==> config.mk <==
export PLATFORM = sky130hd
export DESIGN_NAME = itc_trace_ctrl
export DESIGN_NICKNAME = d
export VERILOG_FILES = /design/src/design/itc_trace_ctrl.v
export VERILOG_INCLUDE_DIRS = /design/src /design/src/design
export SDC_FILE = /design/constraint.sdc
export NUM_CORES = 1
export LEC_CHECK = 0
export ABC_AREA = 1
export BUFFER_PORTS_ARGS = -buffer_cell sky130_fd_sc_hd__buf_2
export CORE_AREA = 2 2 39 41
export CTS_BUF_LIST = sky130_fd_sc_hd__clkbuf_16
export CTS_CLUSTER_SIZE = 25
export DETAILED_ROUTE_END_ITERATION = 12
export DIE_AREA = 0 0 41 43
export PLACE_DENSITY = 0.68
export SYNTH_ARGS = -nofsm -noshare
export SYNTH_HDL_FRONTEND = slang
export SYNTH_SLANG_ARGS = --single-unit
==> constraint.sdc <==
create_clock -name sys_clk -period 1.3 [get_ports sys_clk]
set_input_delay 0.13 -clock sys_clk [delete_from_list [all_inputs] [get_ports sys_clk]]
set_output_delay 0.13 -clock sys_clk [all_outputs]
set_load 0.005 [all_outputs]
==> src/design/itc_map.vh <==
// Constants for the instruction trace control block.
`ifndef ITC_MAP_VH
`define ITC_MAP_VH
`define ITC_MODE_NONE 2'h0
`define ITC_MODE_FLOW 2'h1
`define ITC_MODE_ALL 2'h2
`define ITC_MODE_RSVD 2'h3
`define ITC_ST_RUN 4'h1
`define ITC_ST_FORCED 4'h2
`define ITC_ST_TRACE 4'h4
`define ITC_ST_HELD 4'h8
`endif

==> src/design/itc_trace_ctrl.v <==
// Trace exception control of the processor exception unit.
`timescale 1ns/100ps
`include "itc_map.vh"
module itc_trace_ctrl (
   input wire sys_clk,
   input wire resetn,
   input wire trace_select_high,
   input wire trace_select_low,
   input wire insn_start,
   input wire insn_flow_change,
   input wire insn_status_write,
   input wire insn_breakpoint,
   input wire insn_illegal,
   input wire insn_done,
   input wire insn_forced_exc,
   input wire bus_fault,
   input wire forced_exc_done,
   input wire trace_exc_done,
   input wire irq_pending,
   input wire trap_entry,
   output reg trace_exc_req_q,
   output reg insn_retired_q,
   output reg irq_take_q,
   output reg supervisor_set_q,
   output reg trace_clear_q,
   output reg trace_pending_q
);
   localparam [3:0] ST_RUN = `ITC_ST_RUN;
   localparam [3:0] ST_FORCED = `ITC_ST_FORCED;
   localparam [3:0] ST_TRACE = `ITC_ST_TRACE;
   localparam [3:0] ST_HELD = `ITC_ST_HELD;
   reg [3:0] state_q;
   reg [3:0] state_d;
   reg mode_flow_q;
   reg mode_all_q;
   wire [1:0] sel;
   wire start_ok;
   wire insn_complete;
   wire flow_event;
   wire want_trace;
   wire retire_plain;
   wire retire_traced;
   wire take_ok;

   // Chooses the state that follows a completed instruction.
   function [3:0] itc_after_done;
      input traced;
      input forced;
      begin
         if (!traced) begin
            itc_after_done = ST_RUN;
         end else if (forced) begin
            itc_after_done = ST_FORCED;
         end else begin
            itc_after_done = ST_TRACE;
         end
      end
   endfunction

   assign sel = {trace_select_high, trace_select_low};

   assign start_ok = insn_start & (state_q == ST_RUN);

   // An instruction completed without a suspending fault.
   assign insn_complete = insn_done & ~bus_fault;

   assign flow_event = insn_flow_change | insn_status_write | insn_breakpoint;

   assign want_trace = ~insn_illegal & (mode_all_q | (mode_flow_q & flow_event));

   // An untraced instruction retires at once.
   assign retire_plain = ((state_q == ST_RUN) | (state_q == ST_HELD)) & insn_complete & ~want_trace;

   assign retire_traced = (state_q == ST_TRACE) & trace_exc_done;

   assign take_ok = (state_d == ST_RUN) & ~((state_q == ST_RUN) & insn_done & want_trace);

   always @* begin
      state_d = state_q;
      case (state_q)
         ST_RUN: begin
            if (insn_complete) begin
               state_d = itc_after_done(want_trace, insn_forced_exc);
            end else if (bus_fault && (mode_all_q || mode_flow_q)) begin
               state_d = ST_HELD;
            end else begin
               state_d = ST_RUN;
            end
         end
         ST_HELD: begin
            if (insn_complete) begin
               state_d = itc_after_done(want_trace, insn_forced_exc);
            end else begin
               state_d = ST_HELD;
            end
         end
         ST_FORCED: begin
            if (forced_exc_done) begin
               state_d = ST_TRACE;
            end else begin
               state_d = ST_FORCED;
            end
         end
         ST_TRACE: begin
            if (trace_exc_done) begin
               state_d = ST_RUN;
            end else begin
               state_d = ST_TRACE;
            end
         end
         default: begin
            state_d = ST_RUN;
         end
      endcase
   end

   always @(posedge sys_clk or negedge resetn) begin
      if (!resetn) begin
         state_q <= ST_RUN;
      end else begin
         state_q <= state_d;
      end
   end

   always @(posedge sys_clk or negedge resetn) begin
      if (!resetn) begin
         mode_flow_q <= 1'b0;
      end else if (start_ok) begin
         mode_flow_q <= (sel == `ITC_MODE_FLOW);
      end else begin
         mode_flow_q <= mode_flow_q;
      end
   end

   always @(posedge sys_clk or negedge resetn) begin
      if (!resetn) begin
         mode_all_q <= 1'b0;
      end else if (start_ok) begin
         mode_all_q <= (sel == `ITC_MODE_ALL);
      end else begin
         mode_all_q <= mode_all_q;
      end
   end

   // The trace request stands until its processing ends.
   always @(posedge sys_clk or negedge resetn) begin
      if (!resetn) begin
         trace_exc_req_q <= 1'b0;
      end else begin
         trace_exc_req_q <= (state_d == ST_TRACE);
      end
   end

   // A trace is owed or in progress, or a faulted instruction is held in a trace mode.
   always @(posedge sys_clk or negedge resetn) begin
      if (!resetn) begin
         trace_pending_q <= 1'b0;
      end else begin
         trace_pending_q <= (state_d != ST_RUN);
      end
   end

   always @(posedge sys_clk or negedge resetn) begin
      if (!resetn) begin
         insn_retired_q <= 1'b0;
      end else begin
         insn_retired_q <= retire_plain | retire_traced;
      end
   end

   always @(posedge sys_clk or negedge resetn) begin
      if (!resetn) begin
         irq_take_q <= 1'b0;
      end else begin
         irq_take_q <= irq_pending & take_ok;
      end
   end

   always @(posedge sys_clk or negedge resetn) begin
      if (!resetn) begin
         supervisor_set_q <= 1'b0;
      end else begin
         supervisor_set_q <= trap_entry;
      end
   end

   always @(posedge sys_clk or negedge resetn) begin
      if (!resetn) begin
         trace_clear_q <= 1'b0;
      end else begin
         trace_clear_q <= trap_entry;
      end
   end

endmodule // itc_trace_ctrl

Yosys cells after proc, flatten, opt, wreduce, memory -nomap -nowiden

Cells that the tools add are included.
Widths: inputs -> output; s select.

Mux-type cells: 8
Reduce and logical (&&, ||, !) cells: 2
Eq/ne operators: 9
Bitwise gates (word level): 20

Operators by type and width:

| operator           | number |
|---|---|
| $pmux 4 s4         | 1 |
| $mux 3             | 4 |
| $mux 4             | 3 |
| $and 1x1->1        | 11 |
| $eq 4x1->1 const B | 2 |
| $eq 4x3->1 const B | 2 |
| $or 1x1->1         | 5 |
| $eq 4x2->1 const B | 1 |
| $eq 4x4->1 const B | 1 |
| $ne 4x1->1 const B | 1 |
| $not 1->1          | 4 |
| $eq 2x1->1 const B | 1 |
| $eq 2x2->1 const B | 1 |
| $logic_and 1x1->1  | 1 |
| $logic_or 1x1->1   | 1 |

Output and inout bits: 6
Word-level logic and storage cells: 47
Bits of input ports: 16
Bits in registers: 11

Longest topological paths before layout

Gate-level depths: netlist of the first run.

Depth in word-level cells: 11
Depth in mapped cells: 8
Gate-level depth less buffers: 8

Least setup slack after synthesis of the first run

No wires, ideal clock.

Path type: reg-to-reg
Start: reg state_q[0]
End: reg irq_take_q
Cell stages (with the launch flop): 8
Clock period less this slack: 1,148 ps
Path buffers: 0
Arrival time: 1,026 ps
Setup time: 122 ps
Data required time: 1,178 ps
Setup slack: 152 ps
Path through: dfstp_2 -> inv_1 -> nor2_2 -> nand2_4 -> nand2_4 -> nor2_2 -> nor2_4 -> a21oi_1

Cells in the longest elaborated chain, start to end: 6
Elaborated cells on any way between the ends: 11
Those cells by class: 5 x eq/ne; 1 x mux; 5 x bitwise

RTL lines:

| element                                                            | line                 | source |
|---|---|---|
| start, declared                                                    | itc_trace_ctrl.v:32  | `reg [3:0] state_q;` |
| start signal, assigned                                             | itc_trace_ctrl.v:121 | `state_q <= state_d;` |
| parallel branches: the longest is 4 deep, another holds $eq 4x3->1 | --                   |  |
| $and 1x1->1 (*)                                                    | itc_trace_ctrl.v:76  | `assign take_ok = (state_d == ST_RUN) & ~((state_q == ST_RUN) & insn_done & want_trace);` |
| $and 1x1->1 (*)                                                    | itc_trace_ctrl.v:175 | `irq_take_q <= irq_pending & take_ok;` |
| end signal, assigned                                               | itc_trace_ctrl.v:175 |  |
| end, declared                                                      | itc_trace_ctrl.v:23  | `output reg irq_take_q,` |

Every way passes the cells marked *.
A chain may end at the register's enable or synchronous reset.

Worst setup path after layout of the first run

Ends and elaborated chain as after synthesis.

==> out/qor.csv, run 1 <==
metric;value;unit
Static Leak;0.430;nW
CP peak stage delay;540;ps
fin crit share;0.934;
Area Growth Syn to Fin;39.8;%
Power Total;1.74;mW
Yosys reg bits;11;
CTS Buffer Depth;2;
critical path class;flop to flop;
CP top delay family;flip-flops;
Clock Sinks;11;
dpl cells;104;
setup TNS;0;ps
sequential area share after synthesis;0.486;
Mapped Nets;84;
Simple-Gate Fraction of Synth Area;0.316;
largest net degree at the start of global routing;12;
Adder-Cell Fraction of Synth Area;0;
TritonCTS buffer count;3;
peak supply drop;1.09;mV
ys async rst share;1.00;
post-CTS setup buffer count;0;
Final HPWL DP;941;um
Non-Filler Instances;110;
first-pass iteration count of the detailed router;4;
global route total overflow;0;
routed vias;514;
Netlist cell types;20;
Fillers;133;
Synth Area per Inst;8.37;sq um
Tmin final;1210;ps
Placement Setup Slack;72.2;ps
DR vias/cell;4.67;
Layout Nets;111;
initial antenna violation count;0;
Max Fclk;823;MHz
CTS H-tree depth;1;
Die Area;1760;sq um
clk slew on worst S/H paths;40;ps
Post-Syn Instances;68;
Syn Std Cell Area;569;sq um
starting density of the core;0.411;
IO Pins;22;
Max-cap violations;0;
Worst-Margin Slew;300;ps
fraction of layout cells with a size suffix above 1;0.394;
status;finished, final reports clean;
CP Buf/Inv Count;1;
DIE WIDTH;41;um
port bufs;21;
Hold Vio Cnt, Final;0;
WP data required;1420;ps
xor/xnor share of the synthesized area;0;
Slew Viols, Final;0;
Ys Warns;0;
Clock Latency Late Sink;240;ps
Die Span Y;43;um
Cell Pwr Density;2190;nW/um^2
critical path launch point type;flop;
crit-path max FO;4;
Setup Viol. Count Final;0;
final worst setup slack;85.2;ps
critical-path cell list;inv_1, nor2_4, nand2_4, nand2_4, nor2_2, nor2_4, a21oi_1;
Hold WC Path Type;input port to flop;
vias in the first global route;515;
largest family of logic cells by synthesized area;simple AND/OR/NAND/NOR gates;
Core ar.;1380;sq um
GRT Overall Usage;0.191;
DRT antenna net count;0;
complex-gate fraction of the synthesized area;0.105;
Crit-path slowest cell;dfstp_2;
DR WL/cell;11.6;um
root buffer cell;clkbuf_16;
RSZ-0062 raised after global routing;no;
total inserted antenna cells;0;
global-route wire length before repair;2.17;mm
critical path endpoint category;flop;
GP Congestion;0.746;
Rel. slew slack;0.798;
drt total wl;1.27;mm
CP arrival;1330;ps
mux cell area share after synthesis;0;
row count;14;
number of enable flip-flop cells after synthesis;0;
CTS tree;yes;
DRT iter0 DRCs;16;
DRC Markers;0;
Layout Skew;1.05;ps
Main synth FF type;dfrtp_1;
==> flip-flops by register name (all words and copies together), names as in the netlist <==
register / count
insn_retired_q: 1
irq_take_q: 1
mode_all_q: 1
mode_flow_q: 1
state_q: 4
trace_clear_q: 1
trace_exc_req_q: 1
trace_pending_q: 1
==> worst register-to-register path, delay by kind of cell (launching register included) <==
kind,cells,cell delay (ps)
buf+inv,1,70
flops,1,540
simple gates,5,420
compound gates,1,70
==> routing by layer <==
layer	track usage	vias up	wire [um]
li1	-	268	-
met4	0.120	0	30
met3	0.0471	4	73
met2	0.300	16	684
met1	0.217	226	485
met5	0	-	0
==> repair_timing <==
item,in CTS,in global routing
endpoints found under the setup margin,0,3
hold buffers,2,0
resized for setup,0,2
endpoints found under the hold margin,11,0
==> per-stage QoR <==
step           hold WS [ps]   util  area, sq um
2_1_floorplan          -166      -          569
3_3_place_gp           13.4  0.496          687
3_5_place_dp           14.5  0.496          687
4_1_cts                97.1  0.568          786
5_1_grt                 110  0.575          796
6_report               96.2  0.575          796
==> cells in the final DEF (no fill, tap or decap), drive strengths merged <==
master	netlist	layout
buf	1	21
nand2	13	13
inv	11	12
nor2	12	12
dfrtp	10	10
nand3	8	8
o21ai	5	5
clkbuf	0	3
o21bai	2	2
dlygate4sd3	0	2
a21oi	2	2
o22ai	1	1
nand4	1	1
clkinv	1	1
dfstp	1	1
==> power breakdown <==
group	switching (mW)	internal, mW
sequential	0.0637	0.465
clock	0.145	0.403
combinational	0.420	0.244
total	0.629	1.11
==> cell usage after synthesis (all sizes together) (2+ instances only) <==
cell | count | area [sq um]
nor2 | 12 | 65.1
nand2 | 13 | 68.8
o21ai | 5 | 25.0
dfrtp | 10 | 250
nand3 | 8 | 40.0
a21oi | 2 | 13.8
inv | 11 | 41.3
o21bai | 2 | 15.0
==> path summary, 6_finish.rpt <==
path | from | end | slack (ps) | cells past startpoint
setup / recovery | state_q[0]$_DFF_PN1_ | irq_take_q$_DFF_PN0_ | 90 | 7
hold / removal | irq_pending | irq_take_q$_DFF_PN0_ | 100 | 3
setup reg to reg | state_q[0]$_DFF_PN1_ | irq_take_q$_DFF_PN0_ | 90 | 7
hold reg to reg | mode_flow_q$_DFFE_PN0P_ | mode_flow_q$_DFFE_PN0P_ | 580 | 2
max in group asynchronous | resetn | state_q[0]$_DFF_PN1_ | 740 | 2
min in group asynchronous | resetn | state_q[1]$_DFF_PN0_ | 300 | 2
==> cells by family (layout without fill, tap and decap cells) <==
family / after synthesis / in the layout
compound gates: 10 / 10
simple gates: 34 / 34
flops: 11 / 11
buf+inv: 13 / 39
==> layout make-up <==
class	count	area, sq um	area share
Clock buffer	3	75.1	0.0943
Clock inverter	1	3.75	0.00472
Inverter	12	45.0	0.0566
Multi-Input combinational cell	44	250	0.314
Sequential cell	11	277	0.347
Tap cell	16	20.0	0.0252
Timing Repair Buffer	23	125	0.157
Note: power is estimated with default switching activity, not from simulation.
==> run 2: changes to the inputs <==
- ABC_AREA: 1 -> unset
- PLACE_DENSITY: 0.68 -> 0.69
==> run 2 against run 1 <==
The flow now finishes with violations (setup timing). Highest routed layer unchanged. Fmax decreased by 18%. Sequential cell count unchanged. Clock power about the same. Critical endpoint unchanged. Die area stayed put. Cell count down 3.6%. Worst hold slack improved by 21 ps. Power increased by 7.5%. Critical path depth decreased by 3. Clock skew rose by 2.3 ps.
==> out/qor.csv, run 2 <==
metric;value;unit;change
most frequent cell after synthesis;dfrtp_1;;
DIE WIDTH;41;um;unchanged
CTS H-tree depth;1;;unchanged
Max Fclk;675;MHz;-18%
routed vias;549;;+6.8%
DR vias/cell;5.18;;+11%
Die Span Y;43;um;unchanged
Fillers;122;;-8.3%
Static Leak;0.442;nW;+2.9%
Hold Slack;117;ps;+20.9 ps
Max-cap violations;0;;unchanged
final worst setup slack;-181;ps;-266 ps
row count;14;;unchanged
Setup crit end;irq_take_q$_DFF_PN0_;;
IO Pins;22;;unchanged
max reg flops;4;;unchanged
sequential area share after synthesis;0.477;;-0.00839
leading cell type in the layout, fill and taps excluded;buf_2;;
DRC Markers;0;;unchanged
Rel. slew slack;0.780;;-0.0178
Core ar.;1380;sq um;unchanged
Non-Filler Cell Area, Final;918;sq um;+15%
Worst path depth;4;;-3
Ys Warns;0;;unchanged
Clock Sinks;11;;unchanged
most common library cells after synthesis;dfrtp_1 (10), o21ai_0 (7), nand2_1 (5), inv_1 (4);;
CP top delay family;simple AND/OR/NAND/NOR gates;;
clk slew on worst S/H paths;40;ps;about the same
critical-path cell list;or4b_4, o2bb2ai_4, a22oi_2, a311oi_2;;
Final HPWL DP;1.05;mm;+11%
first-pass iteration count of the detailed router;2;;-2
Tmin final;1480;ps;+266 ps
post-synth top area cell;dfrtp_1;;
GRT Overall Usage;0.192;;+0.00117
RR Endpoint;irq_take_q$_DFF_PN0_;;
Synth Area per Inst;10.3;sq um;+24%
Yosys reg bits;11;;unchanged
CTS tree;yes;;
root buffer cell;clkbuf_16;;
CP peak stage delay;560;ps;+20 ps
CP Buf/Inv Count;0;;-1
Setup Viol. Count Final;10;;+10
Non-Filler Instances;106;;-3.6%
Crit-path slowest cell;or4b_4;;
global route total overflow;0;;unchanged
setup TNS;-1250;ps;-1250 ps
number of enable flip-flop cells after synthesis;0;;unchanged
critical path launch point type;flop;;
Hold WC Path Type;input port to flop;;
WP data required;1430;ps;about the same
fin crit share;1.14;;+0.205
Syn Std Cell Area;579;sq um;+1.8%
dpl cells;99;;-4.8%
initial antenna violation count;0;;unchanged
R2R cell count;4;;-3
global-route wire length before repair;2.24;mm;+3.2%
Clock Latency Late Sink;240;ps;about the same
drt total wl;1.34;mm;+5.0%
post-synth top area share;0.432;;-0.00759
DRT antenna net count;0;;unchanged
Area Growth Syn to Fin;58.5;%;
ys async rst share;1.00;;unchanged
status;finished with violations;;
Slew Viols, Final;0;;unchanged
Netlist cell types;27;;+35%
port bufs;21;;unchanged
TritonCTS buffer count;3;;unchanged
Hold Vio Cnt, Final;0;;unchanged
Layout Nets;107;;-3.6%
top post-synthesis cells by area;dfrtp_1 (43%), o21ai_0 (6.0%), dfstp_2 (4.5%), o211ai_1 (3.9%), nand2_1 (3.2%);;
CTS Buffer Depth;2;;unchanged
critical path class;flop to flop;;
Main synth FF type;dfrtp_1;;
Post-Syn Instances;56;;-18%
crit path from;state_q[2]$_DFF_PN0_;;
total inserted antenna cells;0;;unchanged
critical path endpoint category;flop;;
fraction of layout cells with a size suffix above 1;0.522;;+0.129
peak supply drop;1.25;mV;+14%
GP Congestion;0.746;;about the same
Cell Pwr Density;2040;nW/um^2;-6.8%
Mapped Nets;72;;-14%
CP arrival;1610;ps;+280 ps
vias in the first global route;542;;+5.2%
DRT iter0 DRCs;4;;-12
placed cell areas;749;sq um;+9.1%
starting density of the core;0.419;;+0.00723
Layout Skew;3.36;ps;+2.31 ps
R2R Setup Slk;-180;ps;-270 ps
Power Total;1.87;mW;+7.5%
RSZ-0062 raised after global routing;yes;;
largest net degree at the start of global routing;12;;unchanged
Biggest register;state_q;;
failing checks;setup timing;;
Worst-Margin Slew;326;ps;+26.4 ps
commonest cells after routing, fill and taps aside;buf_2 (21), dfrtp_1 (9), buf_4 (7);;
Die Area;1760;sq um;unchanged
crit-path max FO;4;;unchanged
R2R Path Start;state_q[2]$_DFF_PN0_;;
DR WL/cell;12.6;um;+9.0%
## run 2: per-stage QoR
step                       util  worst slack [ps]
after detailed placement  0.542              -269
after floorplan               -              -156
final                     0.664              -181
after global placement    0.542              -176
after global routing      0.664              -257
after CTS                 0.641              -238
## run 2: kinds of logic (layout without fill, tap and decap cells)
family | after synthesis | count (layout) | synth area share
simple gates | 20 | 20 | 0.212
compound gates | 17 | 17 | 0.222
flops | 11 | 11 | 0.477
buf+inv | 6 | 40 | 0.0583
xor+xnor | 2 | 2 | 0.0302
## run 2: report_power, final
part           internal [mW]  switching (mW)
registers              0.462           0.102
clock network          0.403           0.142
logic                  0.422           0.342
## run 2: cell type report
| cell class | count | area (sq um) | area share |
|---|---|---|---|
| clock buffer | 3 | 75.1 | 0.0817 |
| clock inverter | 1 | 3.75 | 0.00409 |
| inverter | 4 | 15.0 | 0.0163 |
| multi-input combinational | 39 | 327 | 0.356 |
| sequential | 11 | 278 | 0.302 |
| tap | 16 | 20.0 | 0.0218 |
| timing repair buffer | 32 | 200 | 0.218 |
## run 2: worst min path at each step
stage / startpoint / end / slack (ps) / cells past startpoint
floorplan: resetn / insn_retired_q$_DFF_PN0_ / -170 / 0
finish: insn_forced_exc / state_q[2]$_DFF_PN0_ / 120 / 2
detailed placement: resetn / trace_clear_q$_DFF_PN0_ / 10 / 1
global route: insn_forced_exc / trace_exc_req_q$_DFF_PN0_ / 120 / 2
global placement: resetn / trace_clear_q$_DFF_PN0_ / 10 / 1
CTS: insn_forced_exc / state_q[2]$_DFF_PN0_ / 110 / 2
## run 2: metal layers
layer,wire (um),up-vias,global-route usage
li1,-,275,-
met2,725,14,0.331
met3,42,3,0.0314
met1,544,257,0.218
met5,0,-,0
met4,24,0,0.0800
## run 2: timing repair
| item | 4_1_cts | 5_1_grt |
|---|---|---|
| pin swaps | 4 | 5 |
| endpoints found under the hold margin | 11 | 0 |
| setup endpoints to repair | 10 | 10 |
| hold buffers | 2 | 0 |
| setup buffers | 1 | 0 |
| gates resized for setup | 5 | 11 |
## run 2: worst reg2reg max path: stages, from the launching register on
cell and delay, ps:
dfrtp_1 410, or4b_4 560, o2bb2ai_4 130, a22oi_2 70, a311oi_2 210
==> run 3: changes to the inputs <==
- CORE_AREA: 2 2 39 41 -> 4 4 41 43
- DIE_AREA: 0 0 41 43 -> 0 0 45 47
- PLACE_DENSITY: 0.69 -> 0.72
==> run 3 against run 2 <==
The run still ends with setup timing left. Fmax shrank 0.55%. Via count grew 4.0%. Sequential power shrank 0.7%. Register-to-register slack is essentially flat. Highest routed layer unchanged. Core utilization grew 5.8 points. Clock-buffer cell count is the same. Non-clock buffer count grew 2. Critical path depth shrank 1. Global-route usage shrank 2.6 points.
==> out/qor.csv, run 3 (same netlist as run 2, synthesis figures left out) <==
metric;value;unit;change
Power Total;1.96;mW;+4.8%
Slew Viols, Final;0;;unchanged
TritonCTS buffer count;3;;unchanged
CTS tree;yes;;
crit path from;state_q[0]$_DFF_PN1_;;
status;finished with violations;;
Setup crit end;state_q[2]$_DFF_PN0_;;
Non-Filler Cell Area, Final;938;sq um;+2.2%
Core ar.;1300;sq um;-6.0%
clk slew on worst S/H paths;40;ps;about the same
GR Layer Usage met1;0.174;;-0.0435
global route total overflow;0;;unchanged
total inserted antenna cells;0;;unchanged
Max-cap violations;0;;unchanged
Setup Viol. Count Final;10;;unchanged
critical path endpoint category;flop;;
starting density of the core;0.445;;+0.0266
Layout Nets;109;;+1.9%
Hold Slack;103;ps;-14.2 ps
drt total wl;1.61;mm;+20%
fin crit share;1.15;;+0.00625
DR WL/cell;15.1;um;+19%
Max Fclk;672;MHz;-0.55%
vias in the first global route;526;;-3.0%
CP peak stage delay;570;ps;about the same
Die Span Y;47;um;+9.3%
setup TNS;-1330;ps;-75.1 ps
Die Area;2120;sq um;+20%
fraction of layout cells with a size suffix above 1;0.554;;+0.0321
failing checks;setup timing;;
placed cell areas;756;sq um;+0.83%
RR Endpoint;state_q[2]$_DFF_PN0_;;
DRC Markers;0;;unchanged
IO Pins;22;;unchanged
CTS Buffer Depth;2;;unchanged
Worst-Margin Slew;369;ps;+42.3 ps
Static Leak;0.459;nW;+3.7%
critical path class;flop to flop;;
Area Growth Syn to Fin;62.0;%;
Tmin final;1490;ps;+8.12 ps
Rel. slew slack;0.753;;-0.0268
DRT iter0 DRCs;11;;+7
Clock Sinks;11;;unchanged
first-pass iteration count of the detailed router;4;;+2
DRT antenna net count;0;;unchanged
Layout Skew;2.11;ps;-1.25 ps
initial antenna violation count;0;;unchanged
DR vias/cell;5.34;;+3.0%
R2R cell count;3;;-1
R2R Setup Slk;-190;ps;about the same
max reg flops;4;;unchanged
leading cell type in the layout, fill and taps excluded;buf_2;;
global-route wire length before repair;2.35;mm;+5.2%
met2 Use GR;0.294;;-0.0375
Clock Latency Late Sink;240;ps;about the same
Final HPWL DP;1.05;mm;+0.65%
Cell Pwr Density;2090;nW/um^2;+2.6%
commonest cells after routing, fill and taps aside;buf_2 (21), dfrtp_1 (9), buf_4 (9);;
GP Congestion;0.742;;-0.60%
final worst setup slack;-189;ps;-8.12 ps
RSZ-0062 raised after global routing;yes;;
row count;13;;-1
Hold Path Stages;2;;unchanged
Fillers;87;;-29%
Hold Vio Cnt, Final;0;;unchanged
peak supply drop;1.19;mV;-5.0%
critical path launch point type;flop;;
GR peak layer;met2;;
R2R Path Start;state_q[0]$_DFF_PN1_;;
crit-path max FO;4;;unchanged
routed vias;571;;+4.0%
critical-path cell list;xnor2_1, or4_4, o41ai_2;;
port bufs;21;;unchanged
GRT Overall Usage;0.166;;-0.0258
Biggest register;state_q;;
WP data required;1420;ps;about the same
CTS H-tree depth;1;;unchanged
Crit-path slowest cell;dfstp_2;;
root buffer cell;clkbuf_16;;
largest net degree at the start of global routing;12;;unchanged
DIE WIDTH;45;um;+9.8%
Global Route met3 Usage;0.0460;;+0.0146
Hold WC Path Type;input port to flop;;
CP arrival;1610;ps;about the same
run 3: cell type report:
| type | count | area, sq um | area share |
|---|---|---|---|
| multi-input cells | 39 | 332 | 0.353 |
| well taps | 15 | 18.8 | 0.0200 |
| clock buffers | 3 | 75.1 | 0.0800 |
| inverters | 4 | 15.0 | 0.0160 |
| clock inverters | 1 | 5.00 | 0.00533 |
| repair buffers | 34 | 215 | 0.229 |
| flip-flops and latches | 11 | 278 | 0.296 |
run 3: critical path: cells and delay by family (launching register included):
kind            cells  cell delay [ps]
simple gates        1              460
flops               1              570
xor+xnor            1               80
compound gates      1              270
run 3: where the power goes:
part	leakage (nW)	switching [mW]	total (mW)	internal (mW)
combinational	0.277	0.390	0.850	0.460
sequential	0.140	0.0988	0.560	0.461
clock	0.0409	0.146	0.552	0.406
run 3: timing repair:
item | CTS | global route
endpoints found under the hold margin | 11 | 0
resized for setup | 6 | 11
hold buffers | 2 | 0
buffers inserted | 2 | 0
setup endpoints to repair | 10 | 10
pin swaps | 3 | 6
run 3: routing by layer:
| layer | wire, um | part of all wire |
|---|---|---|
| met1 | 661 | 0.41 |
| met3 | 67 | 0.042 |
| met5 | 0 | 0 |
| met4 | 16 | 0.0099 |
| met2 | 865 | 0.54 |
run 3: worst min-delay path by stage:
stage / from / to
4_1_cts: insn_done / irq_take_q$_DFF_PN0_
3_5_place_dp: resetn / trace_clear_q$_DFF_PN0_
5_1_grt: insn_forced_exc / trace_exc_req_q$_DFF_PN0_
2_1_floorplan: resetn / insn_retired_q$_DFF_PN0_
6_report: insn_done / irq_take_q$_DFF_PN0_
3_3_place_gp: resetn / trace_clear_q$_DFF_PN0_
run 3: per-stage QoR:
| stage | setup WS, ps | util | cells |
|---|---|---|---|
| floorplan | -156 | - | 56 |
| global placement | -183 | 0.581 | 99 |
| CTS | -188 | 0.694 | 107 |
| finish | -189 | 0.721 | 107 |
| global route | -207 | 0.721 | 107 |
| detailed placement | -208 | 0.581 | 99 |
